--- config.mk ---
export PLATFORM = sky130hd
export DESIGN_NAME = rpc_top
export DESIGN_NICKNAME = d
export VERILOG_FILES = /design/src/inc/rpc_pkg.sv /design/src/inc/rpc_seq_if.sv /design/src/logic/rpc_top.sv /design/src/logic/rpc_seq.sv
export SDC_FILE = /design/constraint.sdc
export NUM_CORES = 1
export LEC_CHECK = 0
export BUFFER_PORTS_ARGS = -buffer_cell sky130_fd_sc_hd__buf_2
export CAP_MARGIN = 20
export CORE_UTILIZATION = 50
export DETAILED_ROUTE_END_ITERATION = 7
export GPL_TIMING_DRIVEN = 0
export HOLD_SLACK_MARGIN = 0.15
export PLACE_DENSITY = 0.79
export SYNTH_ARGS = -nofsm -noshare
export SYNTH_HDL_FRONTEND = slang
export SYNTH_SLANG_ARGS = --single-unit
--- constraint.sdc ---
create_clock -name sys_clk -period 5.9 [get_ports sys_clk]
set_input_delay 1.18 -clock sys_clk [delete_from_list [all_inputs] [get_ports sys_clk]]
set_output_delay 1.18 -clock sys_clk [all_outputs]
set_load 0.02 [all_outputs]
--- src/inc/rpc_pkg.sv ---
// Constants and types shared by the calendar power control block
`default_nettype none
package rpc_pkg;
    // Clock period of sys_clk in ns
    localparam int CLK_NS = 10;
    // Default time the external device needs to settle, in us
    localparam int STABLE_US = 100;
    // Least settle time, rounded up to whole cycles
    localparam int STABLE_CYC = (STABLE_US * 1000 + CLK_NS - 1) / CLK_NS;
    // Default window for sampling wake events, in us
    localparam int SAMPLE_US = 10;
    // Longest sample window, rounded down to whole cycles
    localparam int SAMPLE_CYC = (SAMPLE_US * 1000) / CLK_NS;
    // Width of the settle and sample counters
    localparam int CNT_W = 24;
    // Register byte offsets
    localparam logic [7:0] OFS_CTRL = 8'h00;
    localparam logic [7:0] OFS_STABLE = 8'h04;
    localparam logic [7:0] OFS_SAMPLE = 8'h08;
    localparam logic [7:0] OFS_STATUS = 8'h0C;
    localparam logic [7:0] OFS_WAKE = 8'h10;
    localparam logic [7:0] OFS_COUNT = 8'h14;
    // Control register field positions
    localparam int CTRL_CAL_EN = 0;
    localparam int CTRL_PWC_EN = 1;
    localparam int CTRL_OE = 2;
    localparam int CTRL_SEL = 3;
    localparam int CTRL_POL = 5;
    localparam int CTRL_REPEAT_ALARM_ENABLE = 6;
    localparam int CTRL_OD = 7;
    localparam int CTRL_W = 8;
    // Pin select code that routes the switch signal to the pin
    localparam logic [1:0] SEL_PWC = 2'h3;
    // Control register reset value
    localparam logic [CTRL_W-1:0] CTRL_RST = 8'h00;
    // Status register field positions
    localparam int STAT_BUSY = 0;
    localparam int STAT_PWR = 1;
    localparam int STAT_SAMP = 2;
    localparam int STAT_ARMED = 3;
    localparam int STAT_ACTIVE = 4;
    // Sequencer states
    typedef enum logic [1:0] {ST_IDLE, ST_SETTLE, ST_SAMPLE, ST_OFF} rpc_state_t;
endpackage
`default_nettype wire

--- src/inc/rpc_seq_if.sv ---
// Carrier between the register front end and the power sequencer
`default_nettype none
interface rpc_seq_if #(parameter int WAKE_W = 4);
    import rpc_pkg::*;
    logic start;                  // Alarm event that launches a sequence
    logic abort;                  // Feature switched off mid sequence
    logic [CNT_W-1:0] stable_cyc; // Settle time in cycles
    logic [CNT_W-1:0] sample_cyc; // Sample window in cycles
    logic [WAKE_W-1:0] wake;      // Synchronised wake event inputs
    logic busy;                   // A sequence is under way
    logic pwr_on;                 // External device power requested
    logic sampling;               // Wake events are being sampled
    logic done;                   // One-cycle pulse at sequence end
    logic [WAKE_W-1:0] wake_hit;  // Wake events seen while sampling
    // Sequencer end
    modport seq (input start, abort, stable_cyc, sample_cyc, wake,
                 output busy, pwr_on, sampling, done, wake_hit);
    // Register front end
    modport ctl (output start, abort, stable_cyc, sample_cyc, wake,
                 input busy, pwr_on, sampling, done, wake_hit);
endinterface
`default_nettype wire

--- src/logic/rpc_top.sv ---
// Calendar power control block with APB register front end
//
// How it works
// - Repeat: power on, settle, sample wakes, off
// - Sequence runs alone, host never woken
// - Runs only with the three enables set and the pin select on the switch code
// - Switch output polarity chosen by polarity bit
//
// The calendar delivers a one-cycle alarm pulse. When power control
// is active, the pulse powers the external device through the
// calendar pin, the block waits the settle time, gathers wake events
// over the sample window into sticky flags, then powers it down.
//
// Design decisions made here: the address map and the APB register port.
`default_nettype none
module rpc_top #(
    parameter int WAKE_W = 4,
    parameter int STABLE_DEF = rpc_pkg::STABLE_CYC,
    parameter int SAMPLE_DEF = rpc_pkg::SAMPLE_CYC
) (
    // Clock and reset
    input wire logic sys_clk,
    input wire logic rst_n,
    // APB slave
    input wire logic psel,
    input wire logic penable,
    input wire logic pwrite,
    input wire logic [7:0] paddr,
    input wire logic [31:0] pwdata,
    output logic [31:0] prdata,
    output logic pready,
    output logic pslverr,
    // Calendar alarm pulse, same clock
    input wire logic alarm_event,
    // Wake event pins of the external device
    input wire logic [WAKE_W-1:0] wake_in,
    // Calendar pin carrying the switch signal
    output logic external_power_switch_signal,
    output logic calendar_pin_oe
);
    import rpc_pkg::*;

    // Refuse shapes the logic cannot serve
    if (WAKE_W < 1 || WAKE_W > 16) begin : g_bad_wake
        $error("WAKE_W must lie in 1..16");
    end
    if (STABLE_DEF < 1 || STABLE_DEF >= (1 << CNT_W)) begin : g_bad_stable
        $error("STABLE_DEF out of counter range");
    end
    if (SAMPLE_DEF < 1 || SAMPLE_DEF >= (1 << CNT_W)) begin : g_bad_sample
        $error("SAMPLE_DEF out of counter range");
    end

    // Register reset values sized to the counters
    localparam logic [CNT_W-1:0] STABLE_RST = CNT_W'(STABLE_DEF);
    localparam logic [CNT_W-1:0] SAMPLE_RST = CNT_W'(SAMPLE_DEF);

    // Carrier to the sequencer
    rpc_seq_if #(.WAKE_W(WAKE_W)) sq ();

    // Software visible state
    logic [CTRL_W-1:0] ctrl;       // Enable, select and polarity bits
    logic [CNT_W-1:0] stable_cyc;  // Settle time in cycles
    logic [CNT_W-1:0] sample_cyc;  // Sample window in cycles
    logic [WAKE_W-1:0] wake_flag;  // Sticky sampled wake events
    logic [15:0] run_count;        // Completed sequences
    logic armed;                   // An alarm may launch a run

    // Wake pin synchronisers
    logic [WAKE_W-1:0] wake_meta;  // First stage, read by stage two only
    logic [WAKE_W-1:0] wake_sync;  // Second stage

    // Control field views
    wire cal_en = ctrl[CTRL_CAL_EN];
    wire pwc_en = ctrl[CTRL_PWC_EN];
    wire pin_oe = ctrl[CTRL_OE];
    wire [1:0] pin_sel = ctrl[CTRL_SEL +: 2];
    wire pol = ctrl[CTRL_POL];
    wire repeat_alarm_enable = ctrl[CTRL_REPEAT_ALARM_ENABLE];
    wire open_drain = ctrl[CTRL_OD];

    // Feature live only with calendar, power control and pin enables set and the pin select at SEL_PWC
    wire pwc_active = cal_en & pwc_en & pin_oe & (pin_sel == SEL_PWC);

    // APB phase decode
    wire apb_access = psel & penable;
    wire apb_commit = apb_access & pready;
    wire apb_wr = apb_commit & pwrite;

    // Address decode
    wire hit_ctrl = (paddr == OFS_CTRL);
    wire hit_stable = (paddr == OFS_STABLE);
    wire hit_sample = (paddr == OFS_SAMPLE);
    wire hit_status = (paddr == OFS_STATUS);
    wire hit_wake = (paddr == OFS_WAKE);
    wire hit_count = (paddr == OFS_COUNT);
    wire hit_any = hit_ctrl | hit_stable | hit_sample | hit_status | hit_wake | hit_count;
    wire bad_addr = ~hit_any | (paddr[1:0] != 2'h0);

    // Write strobes per register
    wire wr_ctrl = apb_wr & hit_ctrl;
    wire wr_stable = apb_wr & hit_stable;
    wire wr_sample = apb_wr & hit_sample;
    wire wr_wake = apb_wr & hit_wake;

    // Status word
    wire [31:0] status_word = {27'h0000000, pwc_active, armed,
                               sq.sampling, sq.pwr_on, sq.busy};

    // Read data mux
    wire [31:0] rd_mux =
        hit_ctrl ? {24'h000000, ctrl} :
        hit_stable ? {8'h00, stable_cyc} :
        hit_sample ? {8'h00, sample_cyc} :
        hit_status ? status_word :
        hit_wake ? {{(32 - WAKE_W){1'b0}}, wake_flag} :
        hit_count ? {16'h0000, run_count} :
        32'h00000000;

    // Sequencer hookup
    assign sq.start = pwc_active & armed & alarm_event & ~sq.busy;
    assign sq.abort = ~pwc_active;
    assign sq.stable_cyc = stable_cyc;
    assign sq.sample_cyc = sample_cyc;
    assign sq.wake = wake_sync;

    // Sticky wake flags: a new hit beats a write-one clear
    wire [WAKE_W-1:0] wake_clr = wr_wake ? pwdata[WAKE_W-1:0] : '0;
    wire [WAKE_W-1:0] next_wake_flag = (wake_flag & ~wake_clr) | sq.wake_hit;

    // Level of the switch signal for the chosen polarity
    wire pwr_req = sq.pwr_on & pwc_active;
    wire next_pin = pwr_req ? pol : ~pol;

    // Enable for push-pull or open-drain pin drive
    wire next_oe = open_drain ? (cal_en & pin_oe & ~next_pin) : (cal_en & pin_oe);

    // Sequencer instance
    rpc_seq u_seq (
        .sys_clk(sys_clk),
        .rst_n(rst_n),
        .sq(sq)
    );

    // Two-flop synchroniser on the wake pins
    always_ff @(posedge sys_clk) begin
        if (!rst_n) begin
            wake_meta <= '0;
            wake_sync <= '0;
        end else begin
            wake_meta <= wake_in;
            wake_sync <= wake_meta;
        end
    end

    // APB handshake: one wait state, data and error from flops
    always_ff @(posedge sys_clk) begin
        if (!rst_n) begin
            pready <= 1'b0;
            pslverr <= 1'b0;
            prdata <= 32'h00000000;
        end else begin
            // Raise ready in the second access cycle only
            pready <= apb_access & ~pready;
            pslverr <= apb_access & ~pready & bad_addr;
            // Capture read data ahead of ready
            if (apb_access & ~pready & ~pwrite & ~bad_addr) begin
                prdata <= rd_mux;
            end else if (apb_commit) begin
                prdata <= 32'h00000000;
            end
        end
    end

    // Control and timing registers
    always_ff @(posedge sys_clk) begin
        if (!rst_n) begin
            ctrl <= CTRL_RST;
            stable_cyc <= STABLE_RST;
            sample_cyc <= SAMPLE_RST;
        end else begin
            // Software steers the feature here
            if (wr_ctrl & ~bad_addr) begin
                ctrl <= pwdata[CTRL_W-1:0];
            end
            // Zero would skip the step; keep at least one cycle
            if (wr_stable) begin
                stable_cyc <= (pwdata[CNT_W-1:0] == '0) ? 24'h000001 : pwdata[CNT_W-1:0];
            end
            if (wr_sample) begin
                sample_cyc <= (pwdata[CNT_W-1:0] == '0) ? 24'h000001 : pwdata[CNT_W-1:0];
            end
        end
    end

    // Arming: one run per control write unless repeat is on
    always_ff @(posedge sys_clk) begin
        if (!rst_n) begin
            armed <= 1'b0;
        end else if (wr_ctrl) begin
            // Control write re-arms the alarm
            armed <= 1'b1;
        end else if (sq.done & ~repeat_alarm_enable) begin
            // Without repeat only one run happens
            armed <= 1'b0;
        end
    end

    // Wake flags and run counter, kept by hardware; the host can only clear flags by write-one
    always_ff @(posedge sys_clk) begin
        if (!rst_n) begin
            wake_flag <= '0;
            run_count <= 16'h0000;
        end else begin
            // Flags gathered without any host action
            wake_flag <= next_wake_flag;
            if (sq.done) begin
                run_count <= run_count + 16'h0001;
            end
        end
    end

    // Calendar pin drive, inactive level while idle or disabled
    always_ff @(posedge sys_clk) begin
        if (!rst_n) begin
            external_power_switch_signal <= 1'b1;
            calendar_pin_oe <= 1'b0;
        end else begin
            external_power_switch_signal <= next_pin;
            calendar_pin_oe <= next_oe;
        end
    end
endmodule
`default_nettype wire

--- src/logic/rpc_seq.sv ---
// Power on, settle, sample and power off sequencer
`default_nettype none
module rpc_seq (
    // Clock and reset
    input wire logic sys_clk,
    input wire logic rst_n,
    // Link to the front end
    rpc_seq_if.seq sq
);
    import rpc_pkg::*;

    rpc_state_t state;       // Current step of the sequence
    logic [CNT_W-1:0] cnt;   // Remaining cycles in this step
    logic cnt_zero;          // Step time has run out

    assign cnt_zero = (cnt <= 24'h000001);
    // Wake events count only inside the sample window
    assign sq.wake_hit = sq.sampling ? sq.wake : '0;

    // Step through on, settle, sample, off
    always_ff @(posedge sys_clk) begin
        sq.done <= 1'b0;
        if (!rst_n) begin
            state <= ST_IDLE;
            cnt <= '0;
            sq.busy <= 1'b0;
            sq.pwr_on <= 1'b0;
            sq.sampling <= 1'b0;
        end else if (sq.abort) begin
            // Feature off: drop power at once
            state <= ST_IDLE;
            sq.busy <= 1'b0;
            sq.pwr_on <= 1'b0;
            sq.sampling <= 1'b0;
        end else begin
            case (state)
                ST_IDLE: begin
                    // Each run begins on an alarm event
                    if (sq.start) begin
                        state <= ST_SETTLE;
                        cnt <= sq.stable_cyc;
                        sq.busy <= 1'b1;
                        sq.pwr_on <= 1'b1;
                    end
                end
                ST_SETTLE: begin
                    // Wait for the device to become stable
                    cnt <= cnt - 24'h000001;
                    if (cnt_zero) begin
                        state <= ST_SAMPLE;
                        cnt <= sq.sample_cyc;
                        sq.sampling <= 1'b1;
                    end
                end
                ST_SAMPLE: begin
                    // Look at wake events for the window
                    cnt <= cnt - 24'h000001;
                    if (cnt_zero) begin
                        state <= ST_OFF;
                        sq.sampling <= 1'b0;
                        sq.pwr_on <= 1'b0;
                    end
                end
                ST_OFF: begin
                    // Power is off; report the end
                    state <= ST_IDLE;
                    sq.busy <= 1'b0;
                    sq.done <= 1'b1;
                end
                default: begin
                    state <= ST_IDLE;
                end
            endcase
        end
    end
endmodule
`default_nettype wire

* Yosys cells after proc, flatten, opt, wreduce, memory -nomap -nowiden
Index checks and enable logic that the tools add are counted.
Word-level totals: word-level logic and storage cells 118, flip-flop bits (word level) 151, input port bits 50, output and inout port bits 36
Cells by class: add/subtract/negate cells 2, magnitude comparators 1, equality and inequality tests 12, multiplexer cells 29, bitwise logic cells 39, reduce and logical (&&, ||, !) cells 16
Operators by type and width (count):
- 24-bit two-way mux | 6
- 24-bit case mux with 3 select lines | 1
- 32-bit two-way mux | 2
- 16-bit two-way mux | 3
- 24-bit by 1-bit <= comparator with 1-bit output (second input constant) | 1
- 24-bit logical NOT | 1
- 24-bit by 1-bit subtractor with 24-bit output (second input constant) | 1
- 1-bit AND | 22
- 16-bit by 1-bit adder with 16-bit output (second input constant) | 1
- 8-bit by 4-bit equality test with 1-bit output (second input constant) | 2
- 8-bit by 5-bit equality test with 1-bit output (second input constant) | 2
- 3-bit AND reduction | 4
- 2-bit nonzero test | 6
- 8-bit by 3-bit equality test with 1-bit output (second input constant) | 1
- 8-bit logical NOT | 1
- 1-bit two-way mux | 8
- 4-bit two-way mux | 2
- 1-bit NOT | 8
- 2-bit case mux with 4 select lines | 1
- 2-bit equality test (second input constant) | 3
- 2-bit two-way mux | 3
- 1-bit bitwise OR | 6
- 1-bit case mux with 2 select lines | 3
- 4-bit AND | 1
- 8 further kinds | 10

* Logic depth before layout (Yosys ltp)
depth in word-level cells 11, mapped depth 9, depth with buffers taken out 7

* Modules after synthesis
A second synthesis with hierarchy kept.
Unflattened totals: cell total of the unflattened synthesis 884, area total of the unflattened synthesis 7210.7 µm²
Modules (own cells, without submodules):
- rpc_top | times used 1, area each 4942.2 µm², cells each 592
- rpc_seq | times used 1, area each 2268.4 µm², cells each 292

* Least setup slack after synthesis
No wires, ideal clock.
path kind input to register, start point input paddr[5], end point register stable_cyc[1], in the netlist sq.stable_cyc[1], library setup time 71 ps, path slack 2914 ps, path buffers 3, data arrival time 2915 ps, cell stages on the path 8, cell sequence or4_1 -> buf_2 -> nor4b_4 -> and2_0 -> clkbuf_1 -> buf_2 -> nand2_1 -> a21oi_1
Between the ends: cells in the longest elaborated chain, start to end 2
RTL lines:
- start: declaration | RTL line rpc_top.sv:28 | input wire logic [7:0] paddr,
- 8-bit by 3-bit equality test with 1-bit output | RTL line rpc_top.sv:92 | wire hit_stable = (paddr == OFS_STABLE);
- 1-bit AND | RTL line rpc_top.sv:102 | wire wr_stable = apb_wr & hit_stable;
- end signal: assignment | RTL line rpc_top.sv:188 | stable_cyc <= (pwdata[CNT_W-1:0] == '0) ? 24'h000001 : pwdata[CNT_W-1:0];
- end: declaration | RTL line rpc_top.sv:63 | logic [CNT_W-1:0] stable_cyc;
No other way between the ends. A chain may end at the register's enable or synchronous reset.

* Final worst setup path
start point input paddr[5], end point register sample_cyc[3]
Between the ends: cells in the longest elaborated chain, start to end 2
RTL lines:
- 8-bit by 4-bit equality test with 1-bit output | RTL line rpc_top.sv:93 | wire hit_sample = (paddr == OFS_SAMPLE);
- 1-bit AND | RTL line rpc_top.sv:103 | wire wr_sample = apb_wr & hit_sample;
- end signal: assignment | RTL line rpc_top.sv:191 | sample_cyc <= (pwdata[CNT_W-1:0] == '0) ? 24'h000001 : pwdata[CNT_W-1:0];
- end: declaration | RTL line rpc_top.sv:64 | logic [CNT_W-1:0] sample_cyc;
No other way between the ends.

==> metrics.cfg <==
[sta]
maxSlewHeadroom=0.3233
fin_crit_ns=3.190
rsz0062_at_grt=no
worst_pin_slew_ns=1.011
fmax_ghz=0.3135
layout_worst_path_cycle_share=0.5406
clock-skew-final_ns=0.01002
setup_viol=0
slew_violations=0
tns_ns=0
hold_violations=0

[clocking]
path_clk_slew_ns=0.06
cts_buffers=17
clockBufferDepth=2
cts_root_buffer=clkbuf_16
cts_sinks=143
cts_tree=built
holdBufCountCts=0
cts-resized-gates=0
cts_setup_buffers=0
insertion_delay_ns=0.43
htreeDepth=4

[worst_hold_path]
worstHoldPathType=reg -> reg
hp-start=wake_meta[0]

[flow_run]
drv_cap=0

[cells_and_area]
drive_gt1_frac=0.1438
syn_to_final_growth_pct=17.90
antenna_cells=0
layout_common_cells=143 x dfxtp_1, 100 x nand2_1, 82 x nor2_1
fin_nets=991
mostFrequentLayoutCell=dfxtp_1

[global_route]
grt_pass1_vias=6283
grt_max_degree=17
antenna_found_initial=1
grt_pass1_wl_mm=34.07
grt_use_total=0.3110
overflow=0

[logic_synthesis]
seq_area_frac_synth=0.4117
synth_area_per_cell_um2=8.299
ys_ff_latch=143
ys.flop_type=dfxtp_1
synth.area.top_cells=dfxtp_1 41%, mux2i_1 5.6%, nand2_1 5.4%, nor2_1 4.4%, a22oi_1 4.1%
syn_inst=838
synth-edff-count=0
yosysWarningCount=0
netlist_area_um2=6954
async_reset_ff_frac=0
ys_types=62
synth_area_leader_cell=dfxtp_1
synth_top_area_share=0.4117

[worst_setup_path]
crit_start=paddr[5]
cp_data_required_time_ns=6.19
startpoint_type=primary input
r2r-start=u_seq.cnt[12]
cp-end-kind=register
cp_data_arrival_time_ns=3.48
critPathMaxFanout=10
path_class=in -> reg

[floorplan]
ios=86
dieWidth_um=119.9
initial_core_util=0.5190
fp.dieH_um=119.9
rows=42
die_area_um2=14380
core-area_um2=13400

[pwr]
ir_drop_uv=230.2
power_density_nw_per_um2=274.9
power_w=0.002254
p_leak_nw=3.104

[route]
wire_per_inst_um=19.28
drtPass1Iterations=6
drt_iter0_drc=744
route.detailed.drc=0
ant_nets=0
num_vias=6909
viasPerCell=6.158
drt-total-wl_mm=21.63

[placement]
place.detailed.hpwl_mm=15.70
gp_congestion=0.9851
io_buffers=67

[run_status]
outcome=finished clean

==> stage by stage <==
stage	hold WS [ns]	utilization	std cells	instance area (µm²)	setup WS, ns
3_5_place_dp	0.4223	0.5627	1089	7540	2.390
5_1_grt	0.4567	0.6119	1122	8199	2.543
6_report	0.4349	0.6119	1122	8199	2.710
3_3_place_gp	0.4185	0.5624	1088	7536	2.336
2_1_floorplan	0.4119	-	845	6980	2.914
4_1_cts	0.4365	0.6113	1121	8192	2.787
==> cell families after synthesis <==
family | Yosys count | share of synthesized area
muxes | 43 | 0.06261
buffers and inverters | 88 | 0.05541
and+or+nand+nor | 324 | 0.2274
xor gates and xnor gates | 27 | 0.03401
AOI/OAI and AO/OA | 204 | 0.1940
adders and majority gates | 8 | 0.01439
other | 1 | 0.0005392
DFF | 143 | 0.4117
==> final cells by class <==
| class | count | area (µm²) |
|---|---|---|
| Fill cell | 1159 | 5201 |
| Buffer | 65 | 299.0 |
| Clock buffer | 20 | 446.7 |
| Tap cell | 176 | 220.2 |
| Sequential cell | 143 | 2863 |
| Clock inverter | 12 | 205.2 |
| Inverter | 23 | 86.33 |
| Multi-Input combinational cell | 614 | 3732 |
| Timing Repair Buffer | 69 | 346.6 |
==> per-layer routing <==
layer / share of wire / GRT usage
met1: 0.43 / 0.4307
met2: 0.43 / 0.4450
met3: 0.10 / 0.06749
met4: 0.049 / 0.1742
met5: 0.00051 / 0
==> final timing paths <==
path	slack [ns]	end	cells after the start
worst max-delay path	2.71	sample_cyc[3]	9
worst min-delay path	0.43	sq.wake[0]	1
worst max register to register	3.22	u_seq.cnt[7]	8
worst min register to register	0.43	sq.wake[0]	1
==> power by group <==
part	total [W]	switching [W]	leakage (nW)	internal, W
Sequential	0.000969	0.000000864	1.15	0.000968
Combinational	0.0000808	0.0000551	1.64	0.0000257
Clock	0.00120	0.000438	0.312	0.000766
Total	0.00225	0.000494	3.10	0.00176
==> cells in the mapped netlist (5+ instances only) <==
library cell and count:
buf_4 8, mux2i_1 39, a221oi_1 9, a31oi_1 6, and3_1 9, clkbuf_1 40
a21oi_1 36, buf_2 13, a22oi_1 38, nand4_1 12, nand2_1 100, or3_1 6
and2_1 12, nand3_1 36, o221ai_1 6, a21o_1 5, nor2_1 82, and4_1 6
or4_1 6, nor4_1 22, o211ai_1 16, dfxtp_1 143, o21ai_0 51, nor3_1 11
inv_1 22, o22ai_1 5, xor2_1 19, ha_1 8, a211oi_1 5, xnor2_1 8
==> sequential cells by signal (all words and copies together), names as in the netlist, 2 cells and up <==
name and count:
ctrl 8, prdata 24, run_count 16, sample_cyc 24
sq.stable_cyc 24, sq.wake 4, u_seq.cnt 24, u_seq.state 2
wake_flag 4, wake_meta 4
==> critical path, cell delays in order <==
cell and delay (ns):
buf_2 0.10, nor4_1 0.59, and4_1 0.35, buf_2 0.24, and2_1 0.15, buf_2 0.24, buf_2 0.34, mux2i_1 0.22
nand2_1 0.06
(Power assumes the default switching activity.)
